[src/verilog/ctmr_pkg.sv]
/*
  Shared constants of the compact timer: register map, field positions,
  mode and output-function codes, reset values.
  Assumes a single clock domain and an 8-bit register port.
*/
// Functional notes
// - Initial level, or PWM active level
// - Invert bit flips pin, not timer mode
// - Swap bit exchanges period and duty sources
// - Clear select: A match, else P/overflow
// - Overflow clear only when period is zero
// - PWM ignores clear select bit
// - Mode 00 compare, 10 PWM, 11 timer
// - Compare mode P-clear sets both flags
// - Outside PWM, A-clear never raises the P flag
// - Compare A zero: overflow, no A flag
// - Compare pin changes only on A match or timer-on rise
// - Function 00 leaves compare pin alone
// - Function 01 low, 10 high, 11 toggle
// - Timer-on rise restores initial pin level
// - Timer mode counts alike, pin undriven
// - PWM raises both flags on matches
// - PWM function enables wave or forces level
// - PWM 00 inactive, 01 active, 10 wave
// - PWM period 128 per code, 000 is 1024
// - Duty at or above period: always active
// - Swapped: period compare A, duty code
// - Forced pin keeps PWM counting and flags
// - Period clear starts a new PWM period
// - Period vs counter top bits; rise clears
`default_nettype none
package ctmr_pkg;
  localparam int CNT_W = 10;
  localparam int PER_W = 3;
  localparam int ADDR_W = 3;
  localparam int DATA_W = 8;
  localparam int PER_SHIFT = 7;
  localparam logic [2:0] REG_CTRL0 = 3'h0;
  localparam logic [2:0] REG_CTRL1 = 3'h1;
  localparam logic [2:0] REG_CNT_LO = 3'h2;
  localparam logic [2:0] REG_CNT_HI = 3'h3;
  localparam logic [2:0] REG_CMPA_LO = 3'h4;
  localparam logic [2:0] REG_CMPA_HI = 3'h5;
  localparam logic [2:0] REG_FLAGS = 3'h6;
  localparam int C0_ON_BIT = 3;
  localparam int C0_PER_LSB = 0;
  localparam int C1_MODE_LSB = 6;
  localparam int C1_OFN_LSB = 4;
  localparam int C1_INIT_BIT = 3;
  localparam int C1_INV_BIT = 2;
  localparam int C1_SWAP_BIT = 1;
  localparam int C1_CCS_BIT = 0;
  localparam int FLG_A_BIT = 0;
  localparam int FLG_P_BIT = 1;
  localparam logic [1:0] MODE_CMP = 2'h0;
  localparam logic [1:0] MODE_PWM = 2'h2;
  localparam logic [1:0] MODE_TMR = 2'h3;
  localparam logic [1:0] OFN_LOW = 2'h1;
  localparam logic [1:0] OFN_HIGH = 2'h2;
  localparam logic [1:0] OFN_TOGGLE = 2'h3;
  localparam logic [1:0] OFN_PWM_ACT = 2'h1;
  localparam logic [1:0] OFN_PWM_WAVE = 2'h2;
  localparam logic [7:0] CTRL1_RST = 8'h00;
  localparam logic [PER_W-1:0] PER_RST = 3'h0;
  localparam logic [CNT_W-1:0] CMPA_RST = 10'h000;
  localparam logic [CNT_W-1:0] CNT_RST = 10'h000;
endpackage
`default_nettype wire

[src/verilog/ctmr_out_if.sv]
/*
  Bundle between the counter core and the pin output generator.
  Assumes both ends share clk_sys.
*/
`timescale 1ns/1ps
`default_nettype none
interface ctmr_out_if;
  logic [1:0] mode;
  logic [1:0] ofn;
  logic init_lvl;
  logic invert;
  logic on_rise;
  logic a_evt;
  logic pwm_active;
  logic pin_lvl;
  logic pin_en;
  modport core (output mode, ofn, init_lvl, invert, on_rise, a_evt,
    pwm_active, input pin_lvl, pin_en);
  modport gen (input mode, ofn, init_lvl, invert, on_rise, a_evt,
    pwm_active, output pin_lvl, pin_en);
endinterface
`default_nettype wire

[src/verilog/ctmr_match.sv]
/*
  One equality comparator between the incremented count and a target.
  Assumes inputs from the same clock domain; purely combinational.
*/
`timescale 1ns/1ps
`default_nettype none
module ctmr_match #(
  parameter int W = 11
) (
  input wire logic [W-1:0] inc,
  input wire logic [W-1:0] target,
  input wire logic enable,
  output logic hit
);
  // Matching the next value lets the clear land in the same edge
  assign hit = enable && (inc == target);
endmodule
`default_nettype wire

[src/verilog/ctmr_outgen.sv]
/*
  Output pin generator: compare-mode level keeping and PWM shaping.
  Assumes events and counter state from the core on clk_sys.
*/
`timescale 1ns/1ps
`default_nettype none
module ctmr_outgen (
  input wire logic clk_sys,
  input wire logic arst_n,
  ctmr_out_if.gen ob
);
  import ctmr_pkg::*;
  logic lvl_q;
  logic lvl_d;
  logic pwm_lvl;
  logic pin_d;

  always_comb begin
    lvl_d = lvl_q;
    if (ob.on_rise) begin
      lvl_d = ob.init_lvl;
    end else if (ob.mode == MODE_CMP && ob.a_evt) begin
      case (ob.ofn)
        OFN_LOW: lvl_d = 1'b0;
        OFN_HIGH: lvl_d = 1'b1;
        OFN_TOGGLE: lvl_d = ~lvl_q;
        default: lvl_d = lvl_q;
      endcase
    end
  end

  // Active level follows the initial-level bit in PWM
  always_comb begin
    case (ob.ofn)
      OFN_PWM_ACT: pwm_lvl = ob.init_lvl;
      OFN_PWM_WAVE: pwm_lvl = ob.pwm_active ? ob.init_lvl : ~ob.init_lvl;
      default: pwm_lvl = ~ob.init_lvl;
    endcase
  end

  assign pin_d = ((ob.mode == MODE_PWM) ? pwm_lvl : lvl_d) ^ ob.invert;

  always_ff @(posedge clk_sys or negedge arst_n) begin
    if (!arst_n) begin
      lvl_q <= 1'b0;
    end else begin
      lvl_q <= lvl_d;
    end
  end

  // Timer mode and the undefined code release the pin
  always_ff @(posedge clk_sys or negedge arst_n) begin
    if (!arst_n) begin
      ob.pin_lvl <= 1'b0;
      ob.pin_en <= 1'b0;
    end else begin
      ob.pin_en <= (ob.mode == MODE_CMP) || (ob.mode == MODE_PWM);
      ob.pin_lvl <= (ob.mode == MODE_CMP || ob.mode == MODE_PWM) && pin_d;
    end
  end
endmodule
`default_nettype wire

[src/verilog/ctmr_top.sv]
/*
  Compact 10-bit timer: register port, counter with comparators A and P,
  match flags, and the shared output pin pair.
  Assumes a same-clock register master; one-cycle strobes, no waits.
*/
// The address map and the plain strobed port were decided locally.
`timescale 1ns/1ps
`default_nettype none
module ctmr_top (
  input wire logic clk_sys,
  input wire logic arst_n,
  input wire logic [ctmr_pkg::ADDR_W-1:0] reg_addr,
  input wire logic [ctmr_pkg::DATA_W-1:0] reg_wdata,
  input wire logic reg_wr,
  input wire logic reg_rd,
  output logic [ctmr_pkg::DATA_W-1:0] reg_rdata,
  output logic compare_a_match_flag,
  output logic compare_p_match_flag,
  output logic timer_output_pin_zero,
  output logic timer_output_pin_zero_en,
  output logic timer_output_pin_one,
  output logic timer_output_pin_one_en
);
  import ctmr_pkg::*;

  logic timer_on_q;
  logic on_dly_q;
  logic [PER_W-1:0] period_value_q;
  logic [7:0] ctrl1_q;
  logic [CNT_W-1:0] compare_a_value_q;
  logic [CNT_W-1:0] cnt_q;
  logic [CNT_W-1:0] cnt_d;
  logic flag_a_q;
  logic flag_p_q;
  logic [DATA_W-1:0] rdata_q;
  logic [DATA_W-1:0] rdata_d;

  logic [1:0] mode;
  logic [1:0] ofn;
  logic output_initial_level;
  logic output_invert;
  logic period_duty_swap;
  logic counter_clear_select;
  logic pwm_mode;
  logic on_rise;
  logic run;
  logic cmpa_nonzero;
  logic [CNT_W:0] inc;
  logic [CNT_W:0] a_target;
  logic [CNT_W:0] p_target;
  logic [CNT_W:0] duty_val;
  logic a_hit;
  logic p_hit;
  logic clear_by_a;
  logic a_evt;
  logic p_evt;
  logic clr_a;
  logic clr_p;
  logic wr_ctrl0;

  ctmr_out_if u_ob ();

  assign mode = ctrl1_q[C1_MODE_LSB +: 2];
  assign ofn = ctrl1_q[C1_OFN_LSB +: 2];
  assign output_initial_level = ctrl1_q[C1_INIT_BIT];
  assign output_invert = ctrl1_q[C1_INV_BIT];
  assign period_duty_swap = ctrl1_q[C1_SWAP_BIT];
  assign counter_clear_select = ctrl1_q[C1_CCS_BIT];
  assign pwm_mode = (mode == MODE_PWM);

  // Counter restart is seen one edge after the enable write lands
  assign on_rise = timer_on_q && !on_dly_q;
  assign run = timer_on_q && !on_rise;

  assign inc = {1'b0, cnt_q} + {{CNT_W{1'b0}}, 1'b1};
  assign cmpa_nonzero = (compare_a_value_q != CMPA_RST);
  assign a_target = {1'b0, compare_a_value_q};
  // Period code zero means the full 10-bit range
  assign p_target = (period_value_q == PER_RST) ?
    {1'b1, CNT_RST} :
    {1'b0, period_value_q, {PER_SHIFT{1'b0}}};

  ctmr_match #(
    .W(CNT_W + 1)
  ) u_match_a (
    .inc(inc),
    .target(a_target),
    .enable(run && cmpa_nonzero),
    .hit(a_hit)
  );

  ctmr_match #(
    .W(CNT_W + 1)
  ) u_match_p (
    .inc(inc),
    .target(p_target),
    .enable(run),
    .hit(p_hit)
  );

  // PWM lets the swap bit choose the clearing comparator
  assign clear_by_a = pwm_mode ? period_duty_swap : counter_clear_select;
  assign a_evt = a_hit;
  assign p_evt = p_hit && (pwm_mode || !counter_clear_select);

  always_comb begin
    cnt_d = cnt_q;
    if (on_rise) begin
      cnt_d = CNT_RST;
    end else if (run) begin
      if (clear_by_a ? a_hit : p_hit) begin
        cnt_d = CNT_RST;
      end else begin
        cnt_d = inc[CNT_W-1:0];
      end
    end
  end

  always_ff @(posedge clk_sys or negedge arst_n) begin
    if (!arst_n) begin
      cnt_q <= CNT_RST;
      on_dly_q <= 1'b0;
    end else begin
      cnt_q <= cnt_d;
      on_dly_q <= timer_on_q;
    end
  end

  // Duty source: compare A normally, period code when swapped
  assign duty_val = period_duty_swap ? p_target : a_target;
  assign u_ob.pwm_active = ({1'b0, cnt_q} < duty_val);
  assign u_ob.mode = mode;
  assign u_ob.ofn = ofn;
  assign u_ob.init_lvl = output_initial_level;
  assign u_ob.invert = output_invert;
  assign u_ob.on_rise = on_rise;
  assign u_ob.a_evt = a_evt;

  ctmr_outgen u_outgen (
    .clk_sys(clk_sys),
    .arst_n(arst_n),
    .ob(u_ob.gen)
  );

  assign timer_output_pin_zero = u_ob.pin_lvl;
  assign timer_output_pin_zero_en = u_ob.pin_en;
  assign timer_output_pin_one = u_ob.pin_lvl;
  assign timer_output_pin_one_en = u_ob.pin_en;

  assign wr_ctrl0 = reg_wr && (reg_addr == REG_CTRL0);

  always_ff @(posedge clk_sys or negedge arst_n) begin
    if (!arst_n) begin
      timer_on_q <= 1'b0;
      period_value_q <= PER_RST;
    end else if (wr_ctrl0) begin
      timer_on_q <= reg_wdata[C0_ON_BIT];
      period_value_q <= reg_wdata[C0_PER_LSB +: PER_W];
    end
  end

  always_ff @(posedge clk_sys or negedge arst_n) begin
    if (!arst_n) begin
      ctrl1_q <= CTRL1_RST;
    end else if (reg_wr && reg_addr == REG_CTRL1) begin
      ctrl1_q <= reg_wdata;
    end
  end

  always_ff @(posedge clk_sys or negedge arst_n) begin
    if (!arst_n) begin
      compare_a_value_q <= CMPA_RST;
    end else if (reg_wr && reg_addr == REG_CMPA_LO) begin
      compare_a_value_q[7:0] <= reg_wdata;
    end else if (reg_wr && reg_addr == REG_CMPA_HI) begin
      compare_a_value_q[CNT_W-1:8] <= reg_wdata[CNT_W-9:0];
    end
  end

  // Flags clear by writing one; a same-cycle match still wins
  assign clr_a = reg_wr && reg_addr == REG_FLAGS && reg_wdata[FLG_A_BIT];
  assign clr_p = reg_wr && reg_addr == REG_FLAGS && reg_wdata[FLG_P_BIT];

  always_ff @(posedge clk_sys or negedge arst_n) begin
    if (!arst_n) begin
      flag_a_q <= 1'b0;
      flag_p_q <= 1'b0;
    end else begin
      flag_a_q <= (flag_a_q && !clr_a) || a_evt;
      flag_p_q <= (flag_p_q && !clr_p) || p_evt;
    end
  end

  assign compare_a_match_flag = flag_a_q;
  assign compare_p_match_flag = flag_p_q;

  always_comb begin
    rdata_d = '0;
    case (reg_addr)
      REG_CTRL0: begin
        rdata_d[C0_ON_BIT] = timer_on_q;
        rdata_d[C0_PER_LSB +: PER_W] = period_value_q;
      end
      REG_CTRL1: rdata_d = ctrl1_q;
      REG_CNT_LO: rdata_d = cnt_q[7:0];
      REG_CNT_HI: rdata_d[CNT_W-9:0] = cnt_q[CNT_W-1:8];
      REG_CMPA_LO: rdata_d = compare_a_value_q[7:0];
      REG_CMPA_HI: rdata_d[CNT_W-9:0] = compare_a_value_q[CNT_W-1:8];
      REG_FLAGS: begin
        rdata_d[FLG_A_BIT] = flag_a_q;
        rdata_d[FLG_P_BIT] = flag_p_q;
      end
      default: rdata_d = '0;
    endcase
  end

  // Data is valid only in the cycle after the read strobe
  always_ff @(posedge clk_sys or negedge arst_n) begin
    if (!arst_n) begin
      rdata_q <= '0;
    end else if (reg_rd) begin
      rdata_q <= rdata_d;
    end else begin
      rdata_q <= '0;
    end
  end

  assign reg_rdata = rdata_q;
endmodule
`default_nettype wire

[config.mk]
export PLATFORM = sky130hd
export DESIGN_NAME = ctmr_top
export DESIGN_NICKNAME = d
export VERILOG_FILES = /design/src/verilog/ctmr_pkg.sv /design/src/verilog/ctmr_out_if.sv /design/src/verilog/ctmr_match.sv /design/src/verilog/ctmr_outgen.sv /design/src/verilog/ctmr_top.sv
export SDC_FILE = /design/constraint.sdc
export NUM_CORES = 1
export LEC_CHECK = 0
export BUFFER_PORTS_ARGS = -buffer_cell sky130_fd_sc_hd__buf_4
export CORE_UTILIZATION = 55
export CTS_BUF_LIST = sky130_fd_sc_hd__clkbuf_8
export DETAILED_ROUTE_END_ITERATION = 10
export PLACE_DENSITY = 0.73
export SLEW_MARGIN = 20
export SYNTH_ARGS = -nofsm -noshare
export SYNTH_HDL_FRONTEND = slang
export SYNTH_SLANG_ARGS = --single-unit
export TNS_END_PERCENT = 5
[constraint.sdc]
create_clock -name clk_sys -period 4.7 [get_ports clk_sys]
set_input_delay 0.705 -clock clk_sys [delete_from_list [all_inputs] [get_ports clk_sys]]
set_output_delay 0.705 -clock clk_sys [all_outputs]
set_load 0.02 [all_outputs]
---- Yosys cells after proc, flatten, opt, wreduce, memory -nomap -nowiden ----
Cells that the tools add are included.
Widths: inputs -> output; s select.
word-level totals
  register bits ........................... 46
  output and inout bits ................... 14
operators by class
  $add $sub $neg .......................... 1
  $lt $le $gt $ge ......................... 1
  equal/unequal tests ..................... 12
  muxes and demuxes ....................... 17
  bitwise logic cells ..................... 4
  reduce and logical (&&, ||, !) cells .... 32
operators by type and width
  kind                   number
  $mux 10                3
  $mux 11                2
  $logic_and 1x1->1      17
  $pmux 2 s7             1
  $pmux 4 s3             1
  $add 10x1->11 const B  1
  $eq 11x10->1           1
  $eq 11x11->1           1
  $lt 10x11->1           1
  $reduce_bool 10->1     1
  $eq 3x3->1 const B     3
  $mux 8                 1
  $pmux 2 s4             1
  $eq 2x2->1 const B     3
  $eq 3x2->1 const B     2
  $logic_not 3->1        2
  $mux 1                 6
  $logic_not 1->1        5
  $logic_or 1x1->1       4
  $eq 3x1->1 const B     1
  $not 1->1              3
  $pmux 1 s3             1
  $eq 2x1->1 const B     1
  $logic_not 2->1        1
  4 further kinds        4

---- Longest topological paths before layout ----
Gate-level depths: netlist of the first run.
  depth after elaboration ................. 12
  mapped depth ............................ 11

---- By module ----
A second synthesis of the first run with hierarchy kept.
unflattened totals
  cell total of the unflattened synthesis .. 308
  area total of the unflattened synthesis .. 3,116.7 um2
by module, submodules not included
  module       instances  cells an instance  area an instance (um2)  sequential area each (um2)
  ctmr_top     1          251                2,617.5                 1,076.0
  ctmr_match   2          15                 125.1                   0.0
  ctmr_outgen  1          27                 249.0                   75.1

---- Worst setup path after synthesis of the first run ----
OpenSTA, ideal clock, no wires.
  path kind ............................... register to register
  start point ............................. reg cnt_q[1]
  end point ............................... reg cnt_q[3]
  library setup time ...................... 0.124 ns
  data arrival time ....................... 2.716 ns
  required time ........................... 4.576 ns
  slack ................................... 1.860 ns
  stages on the path, launching flop included .. 11
  buffers on the path ..................... 1
  clock period less this slack ............ 2.840 ns
  path through ............................ dfrtp_1 ha_1 buf_4 nand4_2 or4_1 a21oi_1 o211ai_2 a2111oi_4 nor2_4 and3_1 a211o_1
on the way
  cells in the longest elaborated chain, start to end .. 7
  elaborated cells on any way between the ends .. 9
  classes of those cells .................. add/sub (1); eq/ne (2); mux (4); reduce/logical (2)
RTL lines
  element                                       line              RTL
  start: declaration                            ctmr_top.sv:31    logic [CNT_W-1:0] cnt_q;
  start signal: assignment                      ctmr_top.sv:124   cnt_q <= cnt_d;
  $add 10x1->11 (*)                             ctmr_top.sv:75    assign inc = {1'b0, cnt_q} + {{CNT_W{1'b0}}, 1'b1};
  $eq 11x11->1 or $eq 11x10->1 (tied branches)  ctmr_match.sv:16  assign hit = enable && (inc == target);
  $logic_and 1x1->1                             ctmr_match.sv:16
  $mux 1                                        ctmr_top.sv:111   if (clear_by_a ? a_hit : p_hit) begin
  $mux 10 (*)                                   ctmr_top.sv:111
  $mux 10 (*)                                   ctmr_top.sv:110   end else if (run) begin
  $mux 10 (*)                                   ctmr_top.sv:108   if (on_rise) begin
Mark *: on every way between the ends. The rest lies on a longest branch, timed or not. The select of a mux whose other input is x is not followed.
A chain may end at the register's enable or synchronous reset.

---- Worst setup path after layout of the first run ----
  start point ............................. reg cnt_q[0]
  end point ............................... reg cnt_q[3]
The elaborated chain is that of the path after synthesis.

==> results.json, run 1 <==
{
  "holdCritPathClass": "in -> async",
  "layout_setup_ws_ns": 1.44,
  "fp-row-count": 26,
  "max_cap_violations": 0,
  "die-area_sq_mm": 0.00591,
  "status": "finished clean",
  "synthCells": 326,
  "slew_violations": 0,
  "wl_per_cell_um": 18.7,
  "fin_util": 0.645,
  "synth_cell_types": 52,
  "pin_count": 29,
  "yosysWarningCount": 0,
  "max-vdd-ir-drop_mv": 0.270,
  "multi_input_area_sq_mm": 0.00179,
  "postPlaceCellArea_sq_mm": 0.00329,
  "vias": 2552,
  "grtUsageTotal": 0.283,
  "cts_root_buf": "clkbuf_8",
  "nets": 370,
  "clk_pin_slew_ns": 0.09,
  "synth.top_cells.by_area": "dfrtp_1 37%, mux2_2 8.0%, ha_1 5.3%",
  "wl_met2_um": 3550,
  "slowest_stage": "dfrtp_1",
  "drive_above_1_share": 0.201,
  "synth_top_area_share": 0.373,
  "die_height_um": 76.9,
  "crit_chain": "ha_1 > nand4_2 > or3_1 > a21boi_1 > o211ai_1 > a2111oi_4 > nor2_4 > and3_1 > a211o_1",
  "cp_data_arrival_time_ns": 3.45,
  "critPathRequiredTime_ns": 4.89,
  "hold_viol": 0,
  "setup_tns_ns": 0,
  "cts_hold_buffers": 0,
  "grt_pass1_wl_um": 12800,
  "critPathLaunchType": "register",
  "cpPeakStageDelay_ns": 0.55,
  "wl_met3_um": 464,
  "slew_headroom": 0.559,
  "drtIter0Drc": 256,
  "reg2reg_from": "cnt_q[0]",
  "core_sq_mm": 0.00524,
  "worst_pin_slew_ns": 0.656,
  "ys.flop_type": "dfrtp_1",
  "final_area_sq_mm": 0.00338,
  "crit_buf_inv": 0,
  "cts_tree": "built",
  "timing.rr.end": "cnt_q[3]",
  "ff_latch_area_sq_mm": 0.00115,
  "async_flop_share": 1.00,
  "clock-sinks": 46,
  "cts_buffer_depth": 2,
  "path_class": "reg -> reg",
  "place_hpwl_um": 5750,
  "grt_pass1_vias": 2511,
  "nFillCells": 429,
  "ys_seq_area_frac": 0.373,
  "layout_common_cells": "46 x dfrtp_1, 29 x o21ai_0, 29 x buf_4",
  "clock_skew_ns": 0.0110,
  "final_common_cell": "dfrtp_1",
  "stdcell_count": 413,
  "period_needed_ns": 3.26,
  "endpoint_kind": "register",
  "drt_pass1_iterations": 5,
  "fp.dieW_um": 76.9,
  "grt.overflow.total": 0,
  "grt_setup_unrepaired": "no",
  "vias_per_cell": 6.18,
  "reg2reg_slack_ns": 1.44,
  "drc": 0,
  "gp_routability_congestion": 0.940,
  "portBuffers": 28,
  "grt_start_max_net_pins": 47,
  "hold_ws_ns": 0.385,
  "total_leakage_power_nw": 1.45,
  "synth.avg_cell_area_sq_um": 9.46,
  "power_density_mw_per_mm2": 364,
  "yosysTopAreaCell": "dfrtp_1",
  "setup_viol": 0,
  "synth_edf_count": 0,
  "synthesis.nets": 354,
  "post-place-ws_ns": 1.49,
  "cts-htree-levels": 2,
  "routed_wl_um": 7700,
  "antenna_found_initial": 0,
  "cpLargestDelayFamily": "compound AO/OA/AOI/OAI gates",
  "ctsResizeCount": 0,
  "synthToLayoutAreaGrowth_pct": 9.66,
  "cts.repair_timing.setup_buffer_count": 0,
  "ant_nets": 0,
  "ys_ff_latch": 46,
  "finalPower_mw": 1.23,
  "num_antenna_cells": 0,
  "netlist_area_sq_mm": 0.00308,
  "clk-insertion-delay-late_ns": 0.31,
  "dpl.cell_count": 405,
  "m1WireLength_um": 3580,
  "crit_fanout": 8,
  "cts_made_buffers": 5,
  "max_freq_mhz": 307,
  "finalCritPeriodShare": 0.693,
  "reg2reg_depth": 9,
  "start_util": 0.589,
  "top_layer_used": "met4"
}
-- layout make-up --
cell class / instances / area share
sequential: 46 / 0.340
multi-input combinational: 249 / 0.529
tap: 70 / 0.0259
timing repair buffer: 29 / 0.0644
inverter: 11 / 0.0122
clock buffer: 5 / 0.0204
clock inverter: 3 / 0.00740
-- cells in the mapped netlist, drive strengths merged, types with 6 or more instances --
cell,n
and3,7
a21oi,11
nor3,6
inv,11
xnor2,11
ha,13
mux2i,7
nand2,27
nand3,9
and2,8
mux2,22
nand4,6
nor2b,7
buf,10
clkbuf,10
nor2,19
nand2b,8
o21ai,29
xor2,6
dfrtp,46
a22oi,8
-- cell families (layout without fill, tap and decap cells) --
family	Yosys count	count (layout)	share of synthesized area
adder cells (fa/ha/maj)	13	13	0.0528
XOR/XNOR	17	17	0.0483
AO/OA/AOI/OAI	80	80	0.182
flip-flops	46	46	0.373
buffers and inverters	31	48	0.0463
AND/OR/NAND/NOR	110	110	0.194
multiplexers	29	29	0.103
-- state kept, by name, indices dropped and copies added (netlist names), 3 cells and up --
signal,count
cnt_q,10
compare_a_value_q,10
ctrl1_q,8
reg_rdata,8
period_value_q,3
-- per-layer routing --
layer | global-route usage | vias up
met5 | 0 | -
met4 | 0.0942 | 0
met3 | 0.0429 | 10
met2 | 0.435 | 94
met1 | 0.405 | 1233
li1 | - | 1215
-- worst register-to-register path, stage by stage (launching register included) --
cell and delay, ns:
dfrtp_1 0.55, ha_1 0.38, nand4_2 0.25, or3_1 0.48
a21boi_1 0.25, o211ai_1 0.20, a2111oi_4 0.51, nor2_4 0.10
and3_1 0.20, a211o_1 0.23
-- worst max-delay path by stage --
stage	end	slack [ns]	depth (start not counted)	start
final	cnt_q[3]	1.44	9	cnt_q[0]
after global routing	cnt_q[3]	1.25	9	cnt_q[0]
after CTS	cnt_q[3]	1.46	9	cnt_q[0]
after detailed placement	cnt_q[3]	1.49	9	cnt_q[0]
after global placement	cnt_q[3]	1.60	9	cnt_q[0]
after floorplan	cnt_q[3]	1.86	10	cnt_q[1]
-- power by group --
part           internal, mW  switching, mW  leakage, nW  total (mW)
logic                 0.193          0.201        0.824       0.394
registers             0.463          0.123        0.585       0.586
clock network         0.107          0.144       0.0447       0.251
total                 0.763          0.468         1.45        1.23
No activity file was read; power rests on OpenSTA's default activity.
==> run 2: changes to the inputs <==
==> constraint.sdc (replaced) <==
create_clock -name clk_sys -period 3.16 [get_ports clk_sys]
set_input_delay 0.474 -clock clk_sys [delete_from_list [all_inputs] [get_ports clk_sys]]
set_output_delay 0.474 -clock clk_sys [all_outputs]
set_load 0.02 [all_outputs]
==> results.json, run 2 (synthesized netlist as in run 1, its figures left out) <==
{
  "status": "finished clean",
  "clock_skew_ns": 0.00323,
  "wl_per_cell_um": 19.2,
  "cts_root_buf": "clkbuf_8",
  "antenna_found_initial": 0,
  "synthToLayoutAreaGrowth_pct": 11.9,
  "pin_count": 29,
  "hold_viol": 0,
  "drc": 0,
  "die-area_sq_mm": 0.00591,
  "total_leakage_power_nw": 1.50,
  "grt_pass1_vias": 2496,
  "cts.repair_timing.setup_buffer_count": 0,
  "start_util": 0.589,
  "cts_buffer_depth": 2,
  "cts-htree-levels": 2,
  "clk-insertion-delay-late_ns": 0.30,
  "num_antenna_cells": 0,
  "drive_above_1_share": 0.217,
  "core_sq_mm": 0.00524,
  "finalCritPeriodShare": 0.935,
  "reg_top3": "cnt_q x10, compare_a_value_q x10",
  "slew_violations": 0,
  "path_class": "reg -> reg",
  "nFillCells": 423,
  "max_cap_violations": 0,
  "cpPeakStageDelay_ns": 0.59,
  "holdCritPathClass": "in -> async",
  "ant_nets": 0,
  "vias": 2677,
  "setup_viol": 0,
  "setup_tns_ns": 0,
  "crit_chain": "nand4_2 > or3_1 > a21boi_1 > o211ai_1 > a2111oi_4 > buf_4 > nor3_1 > o21ai_0 > o21ai_0",
  "crit_top_cell": "o21ai_0",
  "gp_routability_congestion": 0.955,
  "endpoint_kind": "register",
  "ff_latch_area_sq_mm": 0.00115,
  "drt_pass1_iterations": 5,
  "critPathLaunchType": "register",
  "fp.dieW_um": 76.9,
  "finalPower_mw": 1.94,
  "crit_buf_inv": 1,
  "cts_hold_buffers": 0,
  "grt_start_max_net_pins": 47,
  "max_freq_mhz": 338,
  "clk_pin_slew_ns": 0.09,
  "place_hpwl_um": 5930,
  "die_height_um": 76.9,
  "cts_tree": "built",
  "power_density_mw_per_mm2": 561,
  "grtUsageTotal": 0.296,
  "slowest_stage": "dfrtp_1",
  "drtIter0Drc": 346,
  "period_needed_ns": 2.96,
  "grt_setup_unrepaired": "no",
  "clock-sinks": 46,
  "layout_common_cells": "46 x dfrtp_1, 36 x buf_4, 29 x o21ai_0",
  "cpLargestDelayFamily": "compound AO/OA/AOI/OAI gates",
  "slew_headroom": 0.593,
  "fp-row-count": 26,
  "routed_wl_um": 8080,
  "cp_data_arrival_time_ns": 3.12,
  "grt.overflow.total": 0,
  "critPathRequiredTime_ns": 3.32,
  "vias_per_cell": 6.37,
  "max-vdd-ir-drop_mv": 0.349,
  "nets": 377,
  "final_common_cell": "dfrtp_1",
  "multi_input_area_sq_mm": 0.00179,
  "crit_fanout": 11,
  "grt_pass1_wl_um": 13400,
  "postPlaceCellArea_sq_mm": 0.00334,
  "ctsResizeCount": 0,
  "portBuffers": 28,
  "cts_made_buffers": 5,
  "worst_pin_slew_ns": 0.609,
  "final_area_sq_mm": 0.00345
}
==> run 2: power by group <==
group | internal [mW] | switching, mW
registers | 0.689 | 0.157
clock network | 0.233 | 0.209
logic | 0.303 | 0.345
==> run 2: worst paths after layout <==
| check | slack [ns] | to | start | cells after the start |
|---|---|---|---|---|
| max | 0.20 | cnt_q[2] | cnt_q[2] | 9 |
| min | 0.17 | cnt_q[3] | arst_n | 1 |
| max reg2reg | 0.20 | cnt_q[2] | cnt_q[2] | 9 |
| min reg2reg | 0.55 | compare_p_match_flag | compare_p_match_flag | 1 |
| max in group asynchronous | 2.60 | period_value_q[2] | arst_n | 1 |
| min in group clk_sys | 0.39 | ctrl1_q[4] | reg_wdata[4] | 3 |
==> run 2: cell type report <==
cell class / count / share of cell area
clock inverters: 3 / 0.0116
clock buffers: 5 / 0.0200
multi-input cells: 249 / 0.519
repair buffers: 36 / 0.0784
flip-flops and latches: 46 / 0.334
well taps: 70 / 0.0254
inverters: 11 / 0.0120
==> run 2: stage by stage <==
step / instances / hold WS (ns) / worst slack (ns) / util
finish: 420 / 0.168 / 0.205 / 0.658
global route: 420 / 0.215 / 0.00412 / 0.658
CTS: 420 / 0.192 / 0.235 / 0.658
detailed placement: 412 / 0.518 / 0.290 / 0.638
global placement: 412 / 0.510 / 0.371 / 0.638
floorplan: 326 / 0.178 / 0.320 / -
==> run 2: routing by layer <==
metal / global-route usage / vias to the layer above / wire (um)
met4: 0.0962 / 0 / 175
met5: 0 / - / 0
li1: - / 1226 / -
met3: 0.0393 / 18 / 597
met1: 0.429 / 1306 / 3610
met2: 0.454 / 127 / 3690
==> run 3: changes to the inputs <==
--- a/config.mk
+++ b/config.mk
@@ -5,11 +5,12 @@
 export SDC_FILE = /design/constraint.sdc
 export NUM_CORES = 1
 export LEC_CHECK = 0
+export ABC_AREA = 1
 export BUFFER_PORTS_ARGS = -buffer_cell sky130_fd_sc_hd__buf_4
 export CORE_UTILIZATION = 55
 export CTS_BUF_LIST = sky130_fd_sc_hd__clkbuf_8
 export DETAILED_ROUTE_END_ITERATION = 10
-export PLACE_DENSITY = 0.73
+export PLACE_DENSITY = 0.74
 export SLEW_MARGIN = 20
 export SYNTH_ARGS = -nofsm -noshare
 export SYNTH_HDL_FRONTEND = slang
==> results.json, run 3 <==
{
  "reg2reg_slack_ns": 0.73,
  "nets": 467,
  "critPathRequiredTime_ns": 3.37,
  "clock-sinks": 46,
  "crit_buf_inv": 1,
  "finalCritPeriodShare": 0.768,
  "place_hpwl_um": 6540,
  "synth-adder-area-share": 0.0543,
  "cts_buffer_depth": 2,
  "synth_edf_count": 0,
  "ys_ff_latch": 46,
  "cts_hold_buffers": 0,
  "clock_skew_ns": 0.00326,
  "drive_above_1_share": 0.141,
  "grt_pass1_vias": 2667,
  "crit_top_cell": "nand2_1",
  "grt_setup_unrepaired": "no",
  "setup_tns_ns": 0,
  "grt_util_met3": 0.0728,
  "synthCells": 410,
  "ys_seq_area_frac": 0.385,
  "worst_pin_slew_ns": 0.596,
  "ys_top_cells_by_count": "123 x nand2_1, 57 x inv_1, 46 x dfrtp_1",
  "drt_pass1_iterations": 5,
  "clk-insertion-delay-late_ns": 0.31,
  "hold_viol": 0,
  "max_freq_mhz": 412,
  "portBuffers": 28,
  "netlist_area_sq_mm": 0.00299,
  "reg_top3": "cnt_q x10, compare_a_value_q x10",
  "synth_compound_area_frac": 0.135,
  "pin_count": 29,
  "grt_pass1_wl_um": 13300,
  "critPathLaunchType": "register",
  "cts_root_buf": "clkbuf_8",
  "layout_common_cells": "123 x nand2_1, 58 x inv_1, 46 x dfrtp_1",
  "vias_per_cell": 5.70,
  "synthesis.nets": 438,
  "max_cap_violations": 0,
  "gp_routability_congestion": 0.992,
  "cts.repair_timing.setup_buffer_count": 0,
  "drc": 0,
  "cpPeakStageDelay_ns": 0.50,
  "synth_top_area_share": 0.385,
  "slew_violations": 0,
  "ant_nets": 0,
  "grtUsageMet1": 0.415,
  "yosysWarningCount": 0,
  "path_class": "reg -> reg",
  "holdCritPathClass": "in -> async",
  "synthToLayoutAreaGrowth_pct": 12.7,
  "status": "finished clean",
  "endpoint_kind": "register",
  "yosysMostFrequentCell": "nand2_1",
  "synth_top_family_by_area": "simple AND/OR/NAND/NOR gates",
  "routed_wl_um": 8500,
  "start_util": 0.579,
  "crit_fanout": 10,
  "crit_chain": "clkinv_1 > nand2_1 > o21ai_0 > ha_1 > nand2_1 > nor2_1 > nand3_1 > nand4_1 > nand2_1 > o21ai_0 > nand2_1 > nand2_1 > nand3_2 > nand2_1 > nor2_1",
  "synthMuxAreaShare": 0,
  "final_common_cell": "nand2_1",
  "cp_data_arrival_time_ns": 2.63,
  "power_density_mw_per_mm2": 524,
  "num_antenna_cells": 0,
  "clk_pin_slew_ns": 0.09,
  "cpLargestDelayFamily": "simple AND/OR/NAND/NOR gates",
  "synth.top_cells.by_area": "dfrtp_1 38%, nand2_1 15%, inv_1 7.1%",
  "antenna_found_initial": 0,
  "cts_tree": "built",
  "drtIter0Drc": 240,
  "ys.flop_type": "dfrtp_1",
  "synth_cell_types": 33,
  "post-place-ws_ns": 0.814,
  "vias": 2906,
  "synth.avg_cell_area_sq_um": 7.30,
  "wl_per_cell_um": 16.7,
  "use_met2": 0.516,
  "core_sq_mm": 0.00517,
  "fp.dieW_um": 75.8,
  "layout_setup_ws_ns": 0.733,
  "fp-row-count": 26,
  "grt.overflow.total": 0,
  "cts_made_buffers": 5,
  "slew_headroom": 0.602,
  "yosysTopAreaCell": "dfrtp_1",
  "grt_start_max_net_pins": 47,
  "slowest_stage": "dfrtp_1",
  "grt-busiest-layer": "met2",
  "die-area_sq_mm": 0.00574,
  "setup_viol": 0,
  "period_needed_ns": 2.43,
  "total_leakage_power_nw": 1.73,
  "async_flop_share": 1.00,
  "synthSimpleGateAreaFrac": 0.326,
  "max-vdd-ir-drop_mv": 0.283,
  "cts-htree-levels": 2,
  "synthXorXnorAreaFrac": 0.0117,
  "grtUsageTotal": 0.325,
  "die_height_um": 75.8,
  "ctsResizeCount": 0
}
## run 3: cell types whose count changed in the layout (fill, tap and decap cells not counted), sizes merged, moves of 7 or more
cell | previous run | this run
nor2 | 19 | 33
nand2b | 8 | 0
nor2b | 7 | 0
and3 | 7 | 0
o22ai | 2 | 15
and2 | 8 | 1
mux2 | 22 | 0
nand3 | 9 | 43
nand2 | 27 | 127
mux2i | 7 | 0
xnor2 | 11 | 0
buf | 36 | 29
inv | 11 | 58
a22oi | 8 | 0
## run 3: layout make-up
| class | instances | area [sq um] |
|---|---|---|
| fill | 453 | 1800 |
| multi-input combinational | 297 | 1580 |
| sequential | 46 | 1150 |
| inverter | 60 | 228 |
| timing repair buffer | 29 | 218 |
| tap | 70 | 87.6 |
| clock buffer | 5 | 68.8 |
| clock inverter | 3 | 41.3 |
## run 3: cells by family (layout without fill, tap and decap cells)
family / Yosys count / after routing
buf+inv: 67 / 97
fa+ha+maj: 13 / 13
xor+xnor: 4 / 4
compound gates: 69 / 69
simple gates: 211 / 211
flops: 46 / 46
## run 3: routing by layer
layer,routed length (um),vias to the layer above,share of wire
li1,-,1398,-
met1,3530,1335,0.42
met2,3990,146,0.47
met3,685,27,0.081
met4,291,0,0.034
met5,0,-,0
## run 3: path summary, 6_finish.rpt
path / from / end / cells past startpoint
min in group clk_sys: reg_rd / reg_rdata[7] / 3
hold reg to reg: compare_a_value_q[4] / compare_a_value_q[4] / 2
setup reg to reg: ctrl1_q[1] / u_outgen.ob.pin_lvl / 15
hold / removal: arst_n / cnt_q[2] / 1
setup / recovery: ctrl1_q[1] / u_outgen.ob.pin_lvl / 15
max in group asynchronous: arst_n / compare_a_value_q[6] / 1
## run 3: where the power goes
group          switching, mW  leakage [nW]  total [mW]  internal, mW
clock                  0.218        0.0556       0.451         0.233
combinational          0.326          1.08       0.518         0.192
sequential             0.121         0.601       0.798         0.676
## run 3: stage by stage
stage          cell area, sq um  power, mW  utilization  std cells  hold WS, ns
3_3_place_gp               3260       1.30        0.631        502        0.493
5_1_grt                    3370       1.86        0.652        510        0.213
4_1_cts                    3370       1.76        0.652        510        0.182
3_5_place_dp               3260       1.31        0.631        502        0.515
2_1_floorplan              2990       1.13            -        410        0.178
6_report                   3370       1.77        0.652        510        0.158
